`src/verilog/fcm_pkg.sv`:
```
// fcm_pkg: constants and types for the configuration mode controller
package fcm_pkg;

  // ----------------------------------------------------------------------
  // configuration schemes
  // ----------------------------------------------------------------------
  typedef enum logic [2:0] {
    FCM_SCHEME_CFG_DEVICE,
    FCM_SCHEME_PASSIVE_SERIAL,
    FCM_SCHEME_PARALLEL_ASYNC,
    FCM_SCHEME_FAST_PARALLEL,
    FCM_SCHEME_TEST_PORT
  } fcm_scheme_e;

  // ----------------------------------------------------------------------
  // sizes, reset values, timing
  // ----------------------------------------------------------------------
  localparam int          FCM_IMAGE_BYTES_DEF = 16;
  localparam int          FCM_FIFO_DEPTH      = 4;
  localparam int          FCM_INIT_CYCLES     = 8;
  localparam int          FCM_CLK_PERIOD_NS   = 40;
  localparam int          FCM_LOAD_LIMIT_MS   = 100;
  localparam int          FCM_LOAD_LIMIT_CYC  = FCM_LOAD_LIMIT_MS * 1000000 / FCM_CLK_PERIOD_NS;
  localparam int          FCM_PLL_CHAIN_BITS  = 24;
  localparam logic [23:0] FCM_PLL_RESET_VAL   = 24'h01_0101;
  localparam logic [7:0]  FCM_BYTE_RESET      = 8'h00;

endpackage : fcm_pkg

```
`src/verilog/fcm_fifo.sv`:
```
// fcm_fifo: small flip-flop FIFO between the configuration source and the loader
`timescale 1ns/1ps
module fcm_fifo #(
  parameter int WIDTH = 8,
  parameter int DEPTH = 4
) (
  // clock and reset
  input  wire logic             sys_clk,
  input  wire logic             rst_n,
  // filling side
  input  wire logic [WIDTH-1:0] inData,
  input  wire logic             inValid,
  output logic                  inReady,
  // draining side
  output logic      [WIDTH-1:0] outData,
  output logic                  outValid,
  input  wire logic             outReady,
  // flush
  input  wire logic             flush
);

  localparam int AW = (DEPTH > 1) ? $clog2(DEPTH) : 1;

  logic [WIDTH-1:0] mem [DEPTH];
  logic [AW-1:0]    wrPtr;
  logic [AW-1:0]    rdPtr;
  logic [AW:0]      count;
  logic             doWrite;
  logic             doRead;

  function automatic logic [AW-1:0] bump(input logic [AW-1:0] p);
    bump = (p == AW'(DEPTH - 1)) ? '0 : p + 1'b1;
  endfunction : bump

  assign inReady  = (count != (AW+1)'(DEPTH));
  assign outValid = (count != '0);
  assign outData  = mem[rdPtr];
  assign doWrite  = inValid && inReady;
  assign doRead   = outValid && outReady;

  always_ff @(posedge sys_clk) begin
    if (doWrite) begin
      mem[wrPtr] <= inData;
    end
  end

  always_ff @(posedge sys_clk or negedge rst_n) begin
    if (!rst_n) begin
      wrPtr <= '0;
      rdPtr <= '0;
      count <= '0;
    end else if (flush) begin
      wrPtr <= '0;
      rdPtr <= '0;
      count <= '0;
    end else begin
      if (doWrite) begin
        wrPtr <= bump(wrPtr);
      end
      if (doRead) begin
        rdPtr <= bump(rdPtr);
      end
      count <= count + (AW+1)'(doWrite) - (AW+1)'(doRead);
    end
  end

  property p_no_overflow;
    @(posedge sys_clk) disable iff (!rst_n) count <= (AW+1)'(DEPTH);
  endproperty
  a_no_overflow: assert property (p_no_overflow)
    else $error("fifo count above depth");

endmodule : fcm_fifo

```
`src/verilog/fpga_cfg_mode_ctl.sv`:
```
// fpga_cfg_mode_ctl: command/user mode controller with byte loader and pll chain
`timescale 1ns/1ps
// Functional notes
// after every reset (power-up) the configuration image is loaded again.
// user pins stay high impedance until initialization ends.
// after loading, an initialization phase resets user logic, enables pins.
// command mode covers loading and initialization; user mode comes afterwards.
// a pin pulse returns user mode to command mode and reloads.
// five source schemes are accepted; serial ones assemble bits into bytes.
// loading of byte-wide data finishes well under one hundred milliseconds.
// devices chain through the chain enable in and out pins.
// host may feed data serial or parallel, sync or async.
// host writes every byte to one virtual memory location.
// loop counters reprogram through a serial chain, from logic or pins.
// reprogramming the loop counters leaves user mode running.
// chain enable out asserts only after own configuration completes.
module fpga_cfg_mode_ctl #(
  parameter int IMAGE_BYTES = fcm_pkg::FCM_IMAGE_BYTES_DEF,
  parameter int PLL_BITS    = fcm_pkg::FCM_PLL_CHAIN_BITS
) (
  // clock and reset
  input  wire logic                sys_clk,
  input  wire logic                rst_n,
  // mode and chain pins
  input  wire logic                reconfig_n,
  input  wire logic                chain_enable_in_n,
  output logic                     chain_enable_out_n,
  output logic                     cfgDone,
  output logic                     userMode,
  output logic                     userReset_n,
  output logic                     userPinOe_n,
  // scheme select
  input  wire logic [2:0]          scheme,
  // byte-wide sources (device, fast parallel, test port)
  input  wire logic [7:0]          cfgByte,
  input  wire logic                cfgByteValid,
  // serial source (passive serial only)
  input  wire logic                cfgBit,
  input  wire logic                cfgBitValid,
  // asynchronous parallel host: write to one virtual location
  input  wire logic [7:0]          hostData,
  input  wire logic                hostWr_n,
  input  wire logic                hostCs_n,
  output logic                     hostReady,
  // pll counter chain
  input  wire logic                pllShiftEn,
  input  wire logic                pllShiftBit,
  input  wire logic                pllUpdate,
  output logic [PLL_BITS-1:0]      pllCounters,
  output logic                     pllUpdated
);

  // ----------------------------------------------------------------------
  // mode state machine
  // ----------------------------------------------------------------------
  typedef enum logic [1:0] {
    FCM_WAIT_ENABLE,
    FCM_LOADING,
    FCM_INIT,
    FCM_USER
  } fcm_mode_e;

  localparam int CW = $clog2(IMAGE_BYTES + 1);
  localparam int IW = $clog2(fcm_pkg::FCM_INIT_CYCLES + 1);

  fcm_mode_e     mode;
  fcm_mode_e     next_mode;
  logic [CW-1:0] byteCount;
  logic [IW-1:0] initCount;
  logic          reconfigPrev;
  logic          reconfigFall;
  logic          loadDone;
  logic          initDone;

  // ----------------------------------------------------------------------
  // source capture
  // ----------------------------------------------------------------------
  logic [7:0] shiftByte;
  logic [2:0] bitCount;
  logic       serialFull;
  logic       hostWrPrev;
  logic       hostStrobe;
  logic [7:0] srcData;
  logic       srcValid;
  logic       fifoInReady;
  logic [7:0] fifoData;
  logic       fifoValid;
  logic       fifoTake;
  logic       loadActive;
  logic [7:0] lastByte;

  function automatic logic is_serial(input logic [2:0] s);
    is_serial = (s == 3'(fcm_pkg::FCM_SCHEME_PASSIVE_SERIAL));
  endfunction : is_serial

  assign loadActive   = (mode == FCM_LOADING);
  assign reconfigFall = reconfigPrev && !reconfig_n;
  assign hostStrobe   = hostWrPrev && !hostWr_n && !hostCs_n;
  assign loadDone     = fifoTake && (byteCount == CW'(IMAGE_BYTES - 1));
  assign initDone     = (initCount == IW'(fcm_pkg::FCM_INIT_CYCLES - 1));
  assign fifoTake     = fifoValid && loadActive;

  // five schemes merge into one byte stream see see
  always_comb begin
    srcData  = fcm_pkg::FCM_BYTE_RESET;
    srcValid = 1'b0;
    if (!loadActive) begin
      srcValid = 1'b0;
    end else if (is_serial(scheme)) begin
      srcData  = {shiftByte[6:0], cfgBit};
      srcValid = serialFull;
    end else if (scheme == 3'(fcm_pkg::FCM_SCHEME_PARALLEL_ASYNC)) begin
      srcData  = hostData;
      srcValid = hostStrobe;
    end else if (scheme == 3'(fcm_pkg::FCM_SCHEME_CFG_DEVICE) ||
                 scheme == 3'(fcm_pkg::FCM_SCHEME_FAST_PARALLEL) ||
                 scheme == 3'(fcm_pkg::FCM_SCHEME_TEST_PORT)) begin
      srcData  = cfgByte;
      srcValid = cfgByteValid;
    end
  end

  // serial bits gather msb first; the eighth bit completes the byte
  assign serialFull = loadActive && cfgBitValid && fifoInReady && (bitCount == 3'd7);

  always_ff @(posedge sys_clk or negedge rst_n) begin
    if (!rst_n) begin
      shiftByte <= fcm_pkg::FCM_BYTE_RESET;
      bitCount  <= '0;
    end else if (!loadActive) begin
      bitCount  <= '0;
    end else if (is_serial(scheme) && cfgBitValid && (bitCount != 3'd7 || fifoInReady)) begin
      shiftByte <= {shiftByte[6:0], cfgBit};
      bitCount  <= bitCount + 3'd1;
    end
  end

  // host write edge detect; pins taken as synchronous
  always_ff @(posedge sys_clk or negedge rst_n) begin
    if (!rst_n) begin
      hostWrPrev   <= 1'b1;
      reconfigPrev <= 1'b1;
    end else begin
      hostWrPrev   <= hostWr_n;
      reconfigPrev <= reconfig_n;
    end
  end

  // host sees ready only while the fifo can take its next byte
  always_ff @(posedge sys_clk or negedge rst_n) begin
    if (!rst_n) begin
      hostReady <= 1'b0;
    end else begin
      hostReady <= loadActive && fifoInReady;
    end
  end

  // ----------------------------------------------------------------------
  // fifo in the data path
  // ----------------------------------------------------------------------
  fcm_fifo #(
    .WIDTH (8),
    .DEPTH (fcm_pkg::FCM_FIFO_DEPTH)
  ) u_fifo (
    .sys_clk  (sys_clk),
    .rst_n    (rst_n),
    .inData   (srcData),
    .inValid  (srcValid),
    .inReady  (fifoInReady),
    .outData  (fifoData),
    .outValid (fifoValid),
    .outReady (loadActive),
    .flush    (!loadActive)
  );

  // loaded bytes land in configuration storage; only the last is kept here
  always_ff @(posedge sys_clk or negedge rst_n) begin
    if (!rst_n) begin
      lastByte <= fcm_pkg::FCM_BYTE_RESET;
    end else if (fifoTake) begin
      lastByte <= fifoData;
    end
  end

  // ----------------------------------------------------------------------
  // mode sequencing
  // ----------------------------------------------------------------------
  always_comb begin
    next_mode = mode;
    case (mode)
      FCM_WAIT_ENABLE: begin
        if (!chain_enable_in_n) begin
          next_mode = FCM_LOADING;
        end
      end
      FCM_LOADING: begin
        if (loadDone) begin
          next_mode = FCM_INIT;
        end
      end
      FCM_INIT: begin
        if (initDone) begin
          next_mode = FCM_USER;
        end
      end
      FCM_USER: begin
        next_mode = FCM_USER;
      end
      default: begin
        next_mode = FCM_WAIT_ENABLE;
      end
    endcase
    if (reconfigFall) begin
      next_mode = FCM_WAIT_ENABLE;
    end
  end

  // reset is the power-up: storage is volatile, so loading starts over see
  always_ff @(posedge sys_clk or negedge rst_n) begin
    if (!rst_n) begin
      mode <= FCM_WAIT_ENABLE;
    end else begin
      mode <= next_mode;
    end
  end

  always_ff @(posedge sys_clk or negedge rst_n) begin
    if (!rst_n) begin
      byteCount <= '0;
    end else if (!loadActive) begin
      byteCount <= '0;
    end else if (fifoTake) begin
      byteCount <= byteCount + CW'(1);
    end
  end

  always_ff @(posedge sys_clk or negedge rst_n) begin
    if (!rst_n) begin
      initCount <= '0;
    end else if (mode != FCM_INIT) begin
      initCount <= '0;
    end else begin
      initCount <= initCount + IW'(1);
    end
  end

  // ----------------------------------------------------------------------
  // pin and user-logic controls
  // ----------------------------------------------------------------------
  always_ff @(posedge sys_clk or negedge rst_n) begin
    if (!rst_n) begin
      userPinOe_n        <= 1'b1;
      userReset_n        <= 1'b0;
      userMode           <= 1'b0;
      cfgDone            <= 1'b0;
      chain_enable_out_n <= 1'b1;
    end else begin
      userPinOe_n        <= (next_mode != FCM_USER);
      userReset_n        <= (next_mode == FCM_USER);
      userMode           <= (next_mode == FCM_USER);
      cfgDone            <= (next_mode == FCM_INIT) || (next_mode == FCM_USER);
      chain_enable_out_n <= !((next_mode == FCM_INIT) || (next_mode == FCM_USER));
    end
  end

  // ----------------------------------------------------------------------
  // pll counter chain: shadow shifts, live copy updates without reload
  // ----------------------------------------------------------------------
  logic [PLL_BITS-1:0] pllShadow;

  always_ff @(posedge sys_clk or negedge rst_n) begin
    if (!rst_n) begin
      pllShadow <= PLL_BITS'(fcm_pkg::FCM_PLL_RESET_VAL);
    end else if (pllShiftEn) begin
      pllShadow <= {pllShadow[PLL_BITS-2:0], pllShiftBit};
    end
  end

  // the live copy changes only on update, so the loop never sees half a word
  always_ff @(posedge sys_clk or negedge rst_n) begin
    if (!rst_n) begin
      pllCounters <= PLL_BITS'(fcm_pkg::FCM_PLL_RESET_VAL);
      pllUpdated  <= 1'b0;
    end else begin
      pllUpdated <= pllUpdate;
      if (pllUpdate) begin
        pllCounters <= pllShadow;
      end
    end
  end

  // ----------------------------------------------------------------------
  // assertions
  // ----------------------------------------------------------------------
  property p_pins_off_in_command;
    @(posedge sys_clk) disable iff (!rst_n) !userMode |-> userPinOe_n;
  endproperty
  a_pins_off_in_command: assert property (p_pins_off_in_command)
    else $error("user pins enabled outside user mode");

  property p_init_after_load;
    @(posedge sys_clk) disable iff (!rst_n)
      (loadDone && !reconfigFall) |=> (mode == FCM_INIT) && !userMode;
  endproperty
  a_init_after_load: assert property (p_init_after_load)
    else $error("no initialization after loading");

  // a reconfig pulse may legally cut initialization short, so it ends the attempt
  property p_init_length;
    @(posedge sys_clk) disable iff (!rst_n || !reconfig_n)
      $rose(mode == FCM_INIT) |-> (mode == FCM_INIT)[*8] ##1 (mode == FCM_USER);
  endproperty
  a_init_length: assert property (p_init_length)
    else $error("initialization phase wrong length");

  property p_reconfig_leaves_user;
    @(posedge sys_clk) disable iff (!rst_n) reconfigFall |=> !userMode && userPinOe_n;
  endproperty
  a_reconfig_leaves_user: assert property (p_reconfig_leaves_user)
    else $error("reconfig pulse did not leave user mode");

  property p_wait_chain;
    @(posedge sys_clk) disable iff (!rst_n)
      (mode == FCM_WAIT_ENABLE && chain_enable_in_n) |=> (mode != FCM_LOADING);
  endproperty
  a_wait_chain: assert property (p_wait_chain)
    else $error("loading began without chain enable");

  property p_chain_out_after_done;
    @(posedge sys_clk) disable iff (!rst_n)
      !chain_enable_out_n |-> cfgDone && (mode == FCM_INIT || mode == FCM_USER);
  endproperty
  a_chain_out_after_done: assert property (p_chain_out_after_done)
    else $error("chain enable out before done");

  property p_pll_update;
    @(posedge sys_clk) disable iff (!rst_n)
      (pllUpdate && !pllShiftEn) |=> (pllCounters == $past(pllShadow)) && pllUpdated;
  endproperty
  a_pll_update: assert property (p_pll_update)
    else $error("pll counters not updated");

  property p_pll_keeps_user;
    @(posedge sys_clk) disable iff (!rst_n)
      (userMode && pllShiftEn && reconfig_n) |=> userMode;
  endproperty
  a_pll_keeps_user: assert property (p_pll_keeps_user)
    else $error("pll reprogramming disturbed user mode");

  property p_byte_count;
    @(posedge sys_clk) disable iff (!rst_n)
      (fifoTake && !reconfigFall) |=> (byteCount == $past(byteCount) + CW'(1)) || !loadActive;
  endproperty
  a_byte_count: assert property (p_byte_count)
    else $error("byte not counted");

  c_reach_user:  cover property (@(posedge sys_clk) disable iff (!rst_n) $rose(userMode));
  c_reconfig:    cover property (@(posedge sys_clk) disable iff (!rst_n) userMode && reconfigFall);
  c_host_write:  cover property (@(posedge sys_clk) disable iff (!rst_n) hostStrobe && srcValid);
  c_serial_byte: cover property (@(posedge sys_clk) disable iff (!rst_n) serialFull && srcValid);

endmodule : fpga_cfg_mode_ctl

```
`config.mk`:
```
export PLATFORM = sky130hd
export DESIGN_NAME = fpga_cfg_mode_ctl
export DESIGN_NICKNAME = d
export VERILOG_FILES = /design/src/verilog/fcm_pkg.sv /design/src/verilog/fcm_fifo.sv /design/src/verilog/fpga_cfg_mode_ctl.sv
export SDC_FILE = /design/constraint.sdc
export NUM_CORES = 1
export LEC_CHECK = 0
export ABC_AREA = 1
export BUFFER_PORTS_ARGS = -buffer_cell sky130_fd_sc_hd__buf_2
export CAP_MARGIN = 20
export CORE_MARGIN = 5
export CORE_UTILIZATION = 54
export DETAILED_ROUTE_END_ITERATION = 8
export MAX_ROUTING_LAYER = met4
export PLACE_DENSITY = 0.77
export SLEW_MARGIN = 20
export SYNTH_ARGS = -nofsm -noshare
export SYNTH_HDL_FRONTEND = slang
export SYNTH_SLANG_ARGS = --single-unit
export TNS_END_PERCENT = 1
```
`constraint.sdc`:
```
create_clock -name sys_clk -period 2.3 [get_ports sys_clk]
set_input_delay 0 -clock sys_clk [delete_from_list [all_inputs] [get_ports sys_clk]]
set_output_delay 0 -clock sys_clk [all_outputs]
set_load 0.005 [all_outputs]
```
# After elaboration in Yosys (flattened, before gate mapping)
# Cells that the tools add are included.
# totals
out_inout_bits,31
regBits,73
input_bits,31
# classes
eq_ne,18
muxes,15
n_addsub,5
n_reduce_logical,23
# op_table
op,count
$logic_and A1 B1 Y1,12
$mux W5,2
$mux W3,3
$eq A2 B2 Y1 const B,4
$mux W2,4
$pmux W2 S4,1
$eq A3 B2 Y1 const B,2
$eq A3 B3 Y1 const B,2
$ne A2 B2 Y1 const B,3
$ne A3 B3 Y1 const B,2
$add A5 B1 Y5 const B,1
$eq A5 B4 Y1 const B,1
$add A4 B1 Y4 const B,1
$eq A4 B3 Y1 const B,1
$logic_not A1 Y1,4
$logic_or A1 B1 Y1,4
$mux W1,4
$mux W4,1
$add A3 B1 Y3,1
$add A3 B1 Y3 const B,1
$eq A3 B1 Y1 const B,1
$logic_not A3 Y1,1
$reduce_bool A3 Y1,1
$sub A3 B1 Y3,1
3 further kinds,3

# Longest topological paths before layout
# depth
depth_word,11
mapped_depth,12
mapped_depth_nobuf,11

# Hierarchy
# A second synthesis with hierarchy kept.
# unflattened
hier_cells,515
area_unflattened_um2,5123.7
# modules_own_cells
mod,area_each_um2,instances,seq_area_each_um2,cells_each
fpga_cfg_mode_ctl,3325.7,1,1939.4,363
fcm_fifo,1798.0,1,1136.1,152

# Least setup slack after synthesis
# Ideal clock, no wire load.
# synth_timing
path_kind,reg-to-reg
start,register mode[1]
end,register u_fifo.count[2]
setup_slack_ns,0.371
path_stages_with_launch,12
arrival_time_ns,1.811
synth_period_minus_slack_ns,1.929
path_buffers,1
cell_sequence,dfrtp_1 > nor2_4 > buf_6 > nand2_2 > inv_1 > ha_1 > inv_1 > ha_1 > inv_1 > fa_1 > xor2_1 > nor2_1
# synth_between
elab_chain_len,10
# synth_rtl
item,line,source
from (decl),fpga_cfg_mode_ctl.sv:66,fcm_mode_e mode;
from (signal assigned),fpga_cfg_mode_ctl.sv:223,mode <= next_mode;
$eq A2 B1 Y1 (*),fpga_cfg_mode_ctl.sv:96,assign loadActive = (mode == FCM_LOADING);
$logic_and A1 B1 Y1 (3 in series),fpga_cfg_mode_ctl.sv:124,assign serialFull = loadActive && cfgBitValid && fifoInReady && (bitCount == 3'd7);
$mux W1,fpga_cfg_mode_ctl.sv:109,end else if (is_serial(scheme)) begin
$mux W1,fpga_cfg_mode_ctl.sv:107,if (!loadActive) begin
$logic_and A1 B1 Y1,fcm_fifo.sv:38,assign doWrite = inValid && inReady;
$add A3 B1 Y3,fcm_fifo.sv:63,count <= count + (AW+1)'(doWrite) - (AW+1)'(doRead);
$sub A3 B1 Y3,fcm_fifo.sv:63,
$mux W3 (*),fcm_fifo.sv:52,end else if (flush) begin
to (signal assigned),fcm_fifo.sv:63,
to (signal assigned),fcm_fifo.sv:68,@(posedge sys_clk) disable iff (!rst_n) count <= (AW+1)'(DEPTH);
to (decl),fcm_fifo.sv:27,logic [AW:0] count;
# Mark *: on every way between the ends. The rest lies on a longest branch, timed or not.
# A chain may end at the register's enable or synchronous reset.

# Worst setup path in the final report
# layout_timing
start,register mode[0]
end,register u_fifo.count[2]
# The elaborated chain is that of the path after synthesis.

==> impl_metrics.env <==
export IMPL_path_class="flop to flop"
export IMPL_portBuffers=44
export IMPL_num_nets_final=397
export IMPL_slew_violations=0
export IMPL_grt_pass1_wl_mm=9.76
export IMPL_htreeDepth=3
export IMPL_r2r_cells=11
export IMPL_yosys_top_cells_count="dfrtp_1 (63), nand2_1 (41), nor2_1 (41), inv_1 (39), a21oi_1 (29)"
export IMPL_cp_data_required_time_ns=2.57
export IMPL_rr_endpoint="u_fifo.count[2]"
export IMPL_syn_num_nets=344
export IMPL_cts_tree="done"
export IMPL_numCtsBuffers=9
export IMPL_vias=2166
export IMPL_drive_gt1_share_pct=26.2
export IMPL_period_share_pct=92.3
export IMPL_critPathLaunch="mode[0]"
export IMPL_synth_top_area_share_pct=52.1
export IMPL_seq_area_frac_synth_pct=60.8
export IMPL_cts_root_buf="clkbuf_8"
export IMPL_finalSetupViolCount=0
export IMPL_drc_errors=0
export IMPL_cp_max_fo=8
export IMPL_r2r_start="mode[0]"
export IMPL_wire_per_inst_um=12.9
export IMPL_clk_pin_slew_ns=0.08
export IMPL_grt_usage_pct=17.6
export IMPL_diodes=0
export IMPL_rrSetupSlack_ns=0.18
export IMPL_gr_total_overflow=0
export IMPL_grt_max_degree=49
export IMPL_post_cts_resized=0
export IMPL_cellPowerDensity_mw_per_mm2=923
export IMPL_async_reset_ff_share_pct=100
export IMPL_hpwl_mm=3.78
export IMPL_endpoint="u_fifo.count[2]"
export IMPL_yosys_register_bits=73
export IMPL_fin_area_mm2=0.00358
export IMPL_hold_class="input port to flop"
export IMPL_detailed_place_area_mm2=0.00328
export IMPL_cts_buffer_depth=2
export IMPL_synth_enable_flop_cells=0
export IMPL_max_freq_ghz=0.471
export IMPL_synth_cells=305
export IMPL_synth_ff_type="dfrtp_1"
export IMPL_ant_nets=0
export IMPL_ir_drop_mv=0.523
export IMPL_grt_setup_unrepaired="false"
export IMPL_drt_pre_antenna_iters=4
export IMPL_fin_skew_ns=0.00840
export IMPL_tns_ns=0
export IMPL_grt_antenna_before_repair=0
export IMPL_num_io_pins=62
export IMPL_synth_top_area_cell="dfrtp_1"
export IMPL_die_h_um=84.8
export IMPL_synth_area_leaders="dfrtp_1 (52%), dfstp_2 (8.7%), nand2_1 (5.1%)"
export IMPL_num_rows=27
export IMPL_finalHoldViolCount=0
export IMPL_ys_warn_count=0
export IMPL_end_kind="flop"
export IMPL_die_w_um=84.8
export IMPL_grt_pass1_vias=2230
export IMPL_tightest_slew_ns=0.736
export IMPL_synth_most_common_cell="dfrtp_1"
export IMPL_synth_distinct_cells=30
export IMPL_drtIter0Drc=142
export IMPL_arrival_ns=2.39
export IMPL_slew_headroom_pct=50.9
export IMPL_status="finished, final reports clean"
export IMPL_fp_coreArea_mm2=0.00547
export IMPL_syn_area_mm2=0.00302
export IMPL_area_delta_synth_final_pct=18.5
export IMPL_routabilityCongestion=0.765
export IMPL_initial_utilization_pct=55.3
export IMPL_clock_latency_ns=0.34
export IMPL_avgSynthCellArea_um2=9.92
export IMPL_period_needed_ns=2.12
export IMPL_critPathLaunchType="flop"
export IMPL_cts_sinks=73
export IMPL_max_cap_violations=0
export IMPL_drt_total_wl_mm=5.60
export IMPL_total_leakage_power_nw=1.78
export IMPL_vias_per_cell=4.98
export IMPL_dieArea_mm2=0.00720
==> power by group <==
group          internal, mW  leakage [nW]  switching (mW)
Sequential             1.48         0.890           0.119
Combinational         0.250         0.772           0.339
Clock                 0.666         0.115           0.458
Total                  2.39          1.78           0.916
==> worst min path at each step <==
| stage | start | to | slack, ns | depth (start not counted) |
|---|---|---|---|---|
| global route | cfgBitValid | bitCount[1] | 0.04 | 5 |
| CTS | cfgBitValid | bitCount[2] | 0.01 | 5 |
| global placement | rst_n | pllCounters[6] | -0.03 | 1 |
| detailed placement | rst_n | pllShadow[7] | -0.01 | 1 |
| floorplan | rst_n | bitCount[0] | -0.30 | 0 |
| finish | cfgBitValid | bitCount[1] | 0.02 | 5 |
==> layer usage <==
metal,routed length [um],GRT usage [%]
met2,2790,28.7
met3,295,3.69
met4,110,9.21
met1,2410,20.6
met5,0,-
==> repair_timing <==
action	CTS	global route
hold buffers	4	0
hold endpoints to repair	27	0
setup endpoints to repair	0	1
setup buffers	0	4
==> state kept, by name (all words and copies together), names as in the netlist <==
| register | cells |
|---|---|
| hostReady | 1 |
| hostWrPrev | 1 |
| mode | 2 |
| u_fifo.count | 3 |
| pllCounters | 24 |
| initCount | 4 |
| userReset_n | 1 |
| byteCount | 5 |
| pllShadow | 24 |
| reconfigPrev | 1 |
| pllUpdated | 1 |
| userPinOe_n | 1 |
| chain_enable_out_n | 1 |
| bitCount | 3 |
| cfgDone | 1 |
==> cell usage in the layout, fill, tap and decap left out <==
cell type | netlist | final
dfstp_2 | 10 | 10
a21oi_2 | 2 | 2
clkbuf_8 | 0 | 11
clkinv_2 | 0 | 2
inv_2 | 4 | 4
nor2_4 | 2 | 2
clkinvlp_4 | 0 | 1
a21oi_1 | 29 | 29
nand3_4 | 1 | 1
fa_1 | 1 | 1
dfrtp_1 | 63 | 63
mux2_2 | 6 | 6
nor3_1 | 1 | 1
nand2_1 | 41 | 41
buf_4 | 1 | 6
nand2_2 | 3 | 3
o21ai_1 | 3 | 3
nand2_4 | 1 | 1
and3_1 | 1 | 1
dlygate4sd3_1 | 0 | 4
o22ai_1 | 1 | 1
inv_1 | 39 | 39
xnor2_1 | 2 | 2
bufinv_16 | 0 | 2
nand3_1 | 9 | 9
nand4_1 | 3 | 3
buf_2 | 8 | 44
xor2_1 | 2 | 2
ha_1 | 7 | 7
o21bai_1 | 1 | 1
nand3b_1 | 1 | 1
nor2_1 | 41 | 41
o21ai_0 | 19 | 19
==> layout make-up <==
class | instances | area, um^2
clock buffers | 11 | 151
clock inverters | 5 | 77.6
well taps | 72 | 90.1
multi-input cells | 177 | 957
repair buffers | 54 | 305
fillers | 435 | 1890
inverters | 43 | 161
flip-flops and latches | 73 | 1840
==> stage by stage <==
step	total power, mW	hold slack [ns]	std cells	worst slack [ns]	utilization (%)
floorplan	1.99	-0.296	305	0.371	-
global placement	2.15	-0.0265	411	0.229	60.0
detailed placement	2.20	-0.0122	411	0.163	60.0
CTS	3.33	0.0141	431	0.119	64.9
global route	3.51	0.0428	435	0.0256	65.5
finish	3.31	0.0239	435	0.176	65.5
==> critical path, stage by stage (launching register included) <==
cell     delay [ns]
dfrtp_1        0.41
inv_2          0.07
nor2_4         0.24
nand2_2        0.12
inv_1          0.09
ha_1           0.23
inv_1          0.06
ha_1           0.13
inv_1          0.05
fa_1           0.37
xor2_1         0.17
nor2_1         0.10
==> kinds of logic (layout without fill, tap and decap cells) <==
kind of cell | after synthesis | after routing | synth area share [%]
AO/OA/AOI/OAI | 55 | 55 | 9.47
adder cells (fa/ha/maj) | 8 | 8 | 3.56
multiplexers | 6 | 6 | 2.23
buffers and inverters | 55 | 113 | 7.53
AND/OR/NAND/NOR | 104 | 104 | 15.2
XOR/XNOR | 4 | 4 | 1.16
flip-flops | 73 | 73 | 60.8
No activity file was read; power rests on OpenSTA's default activity.
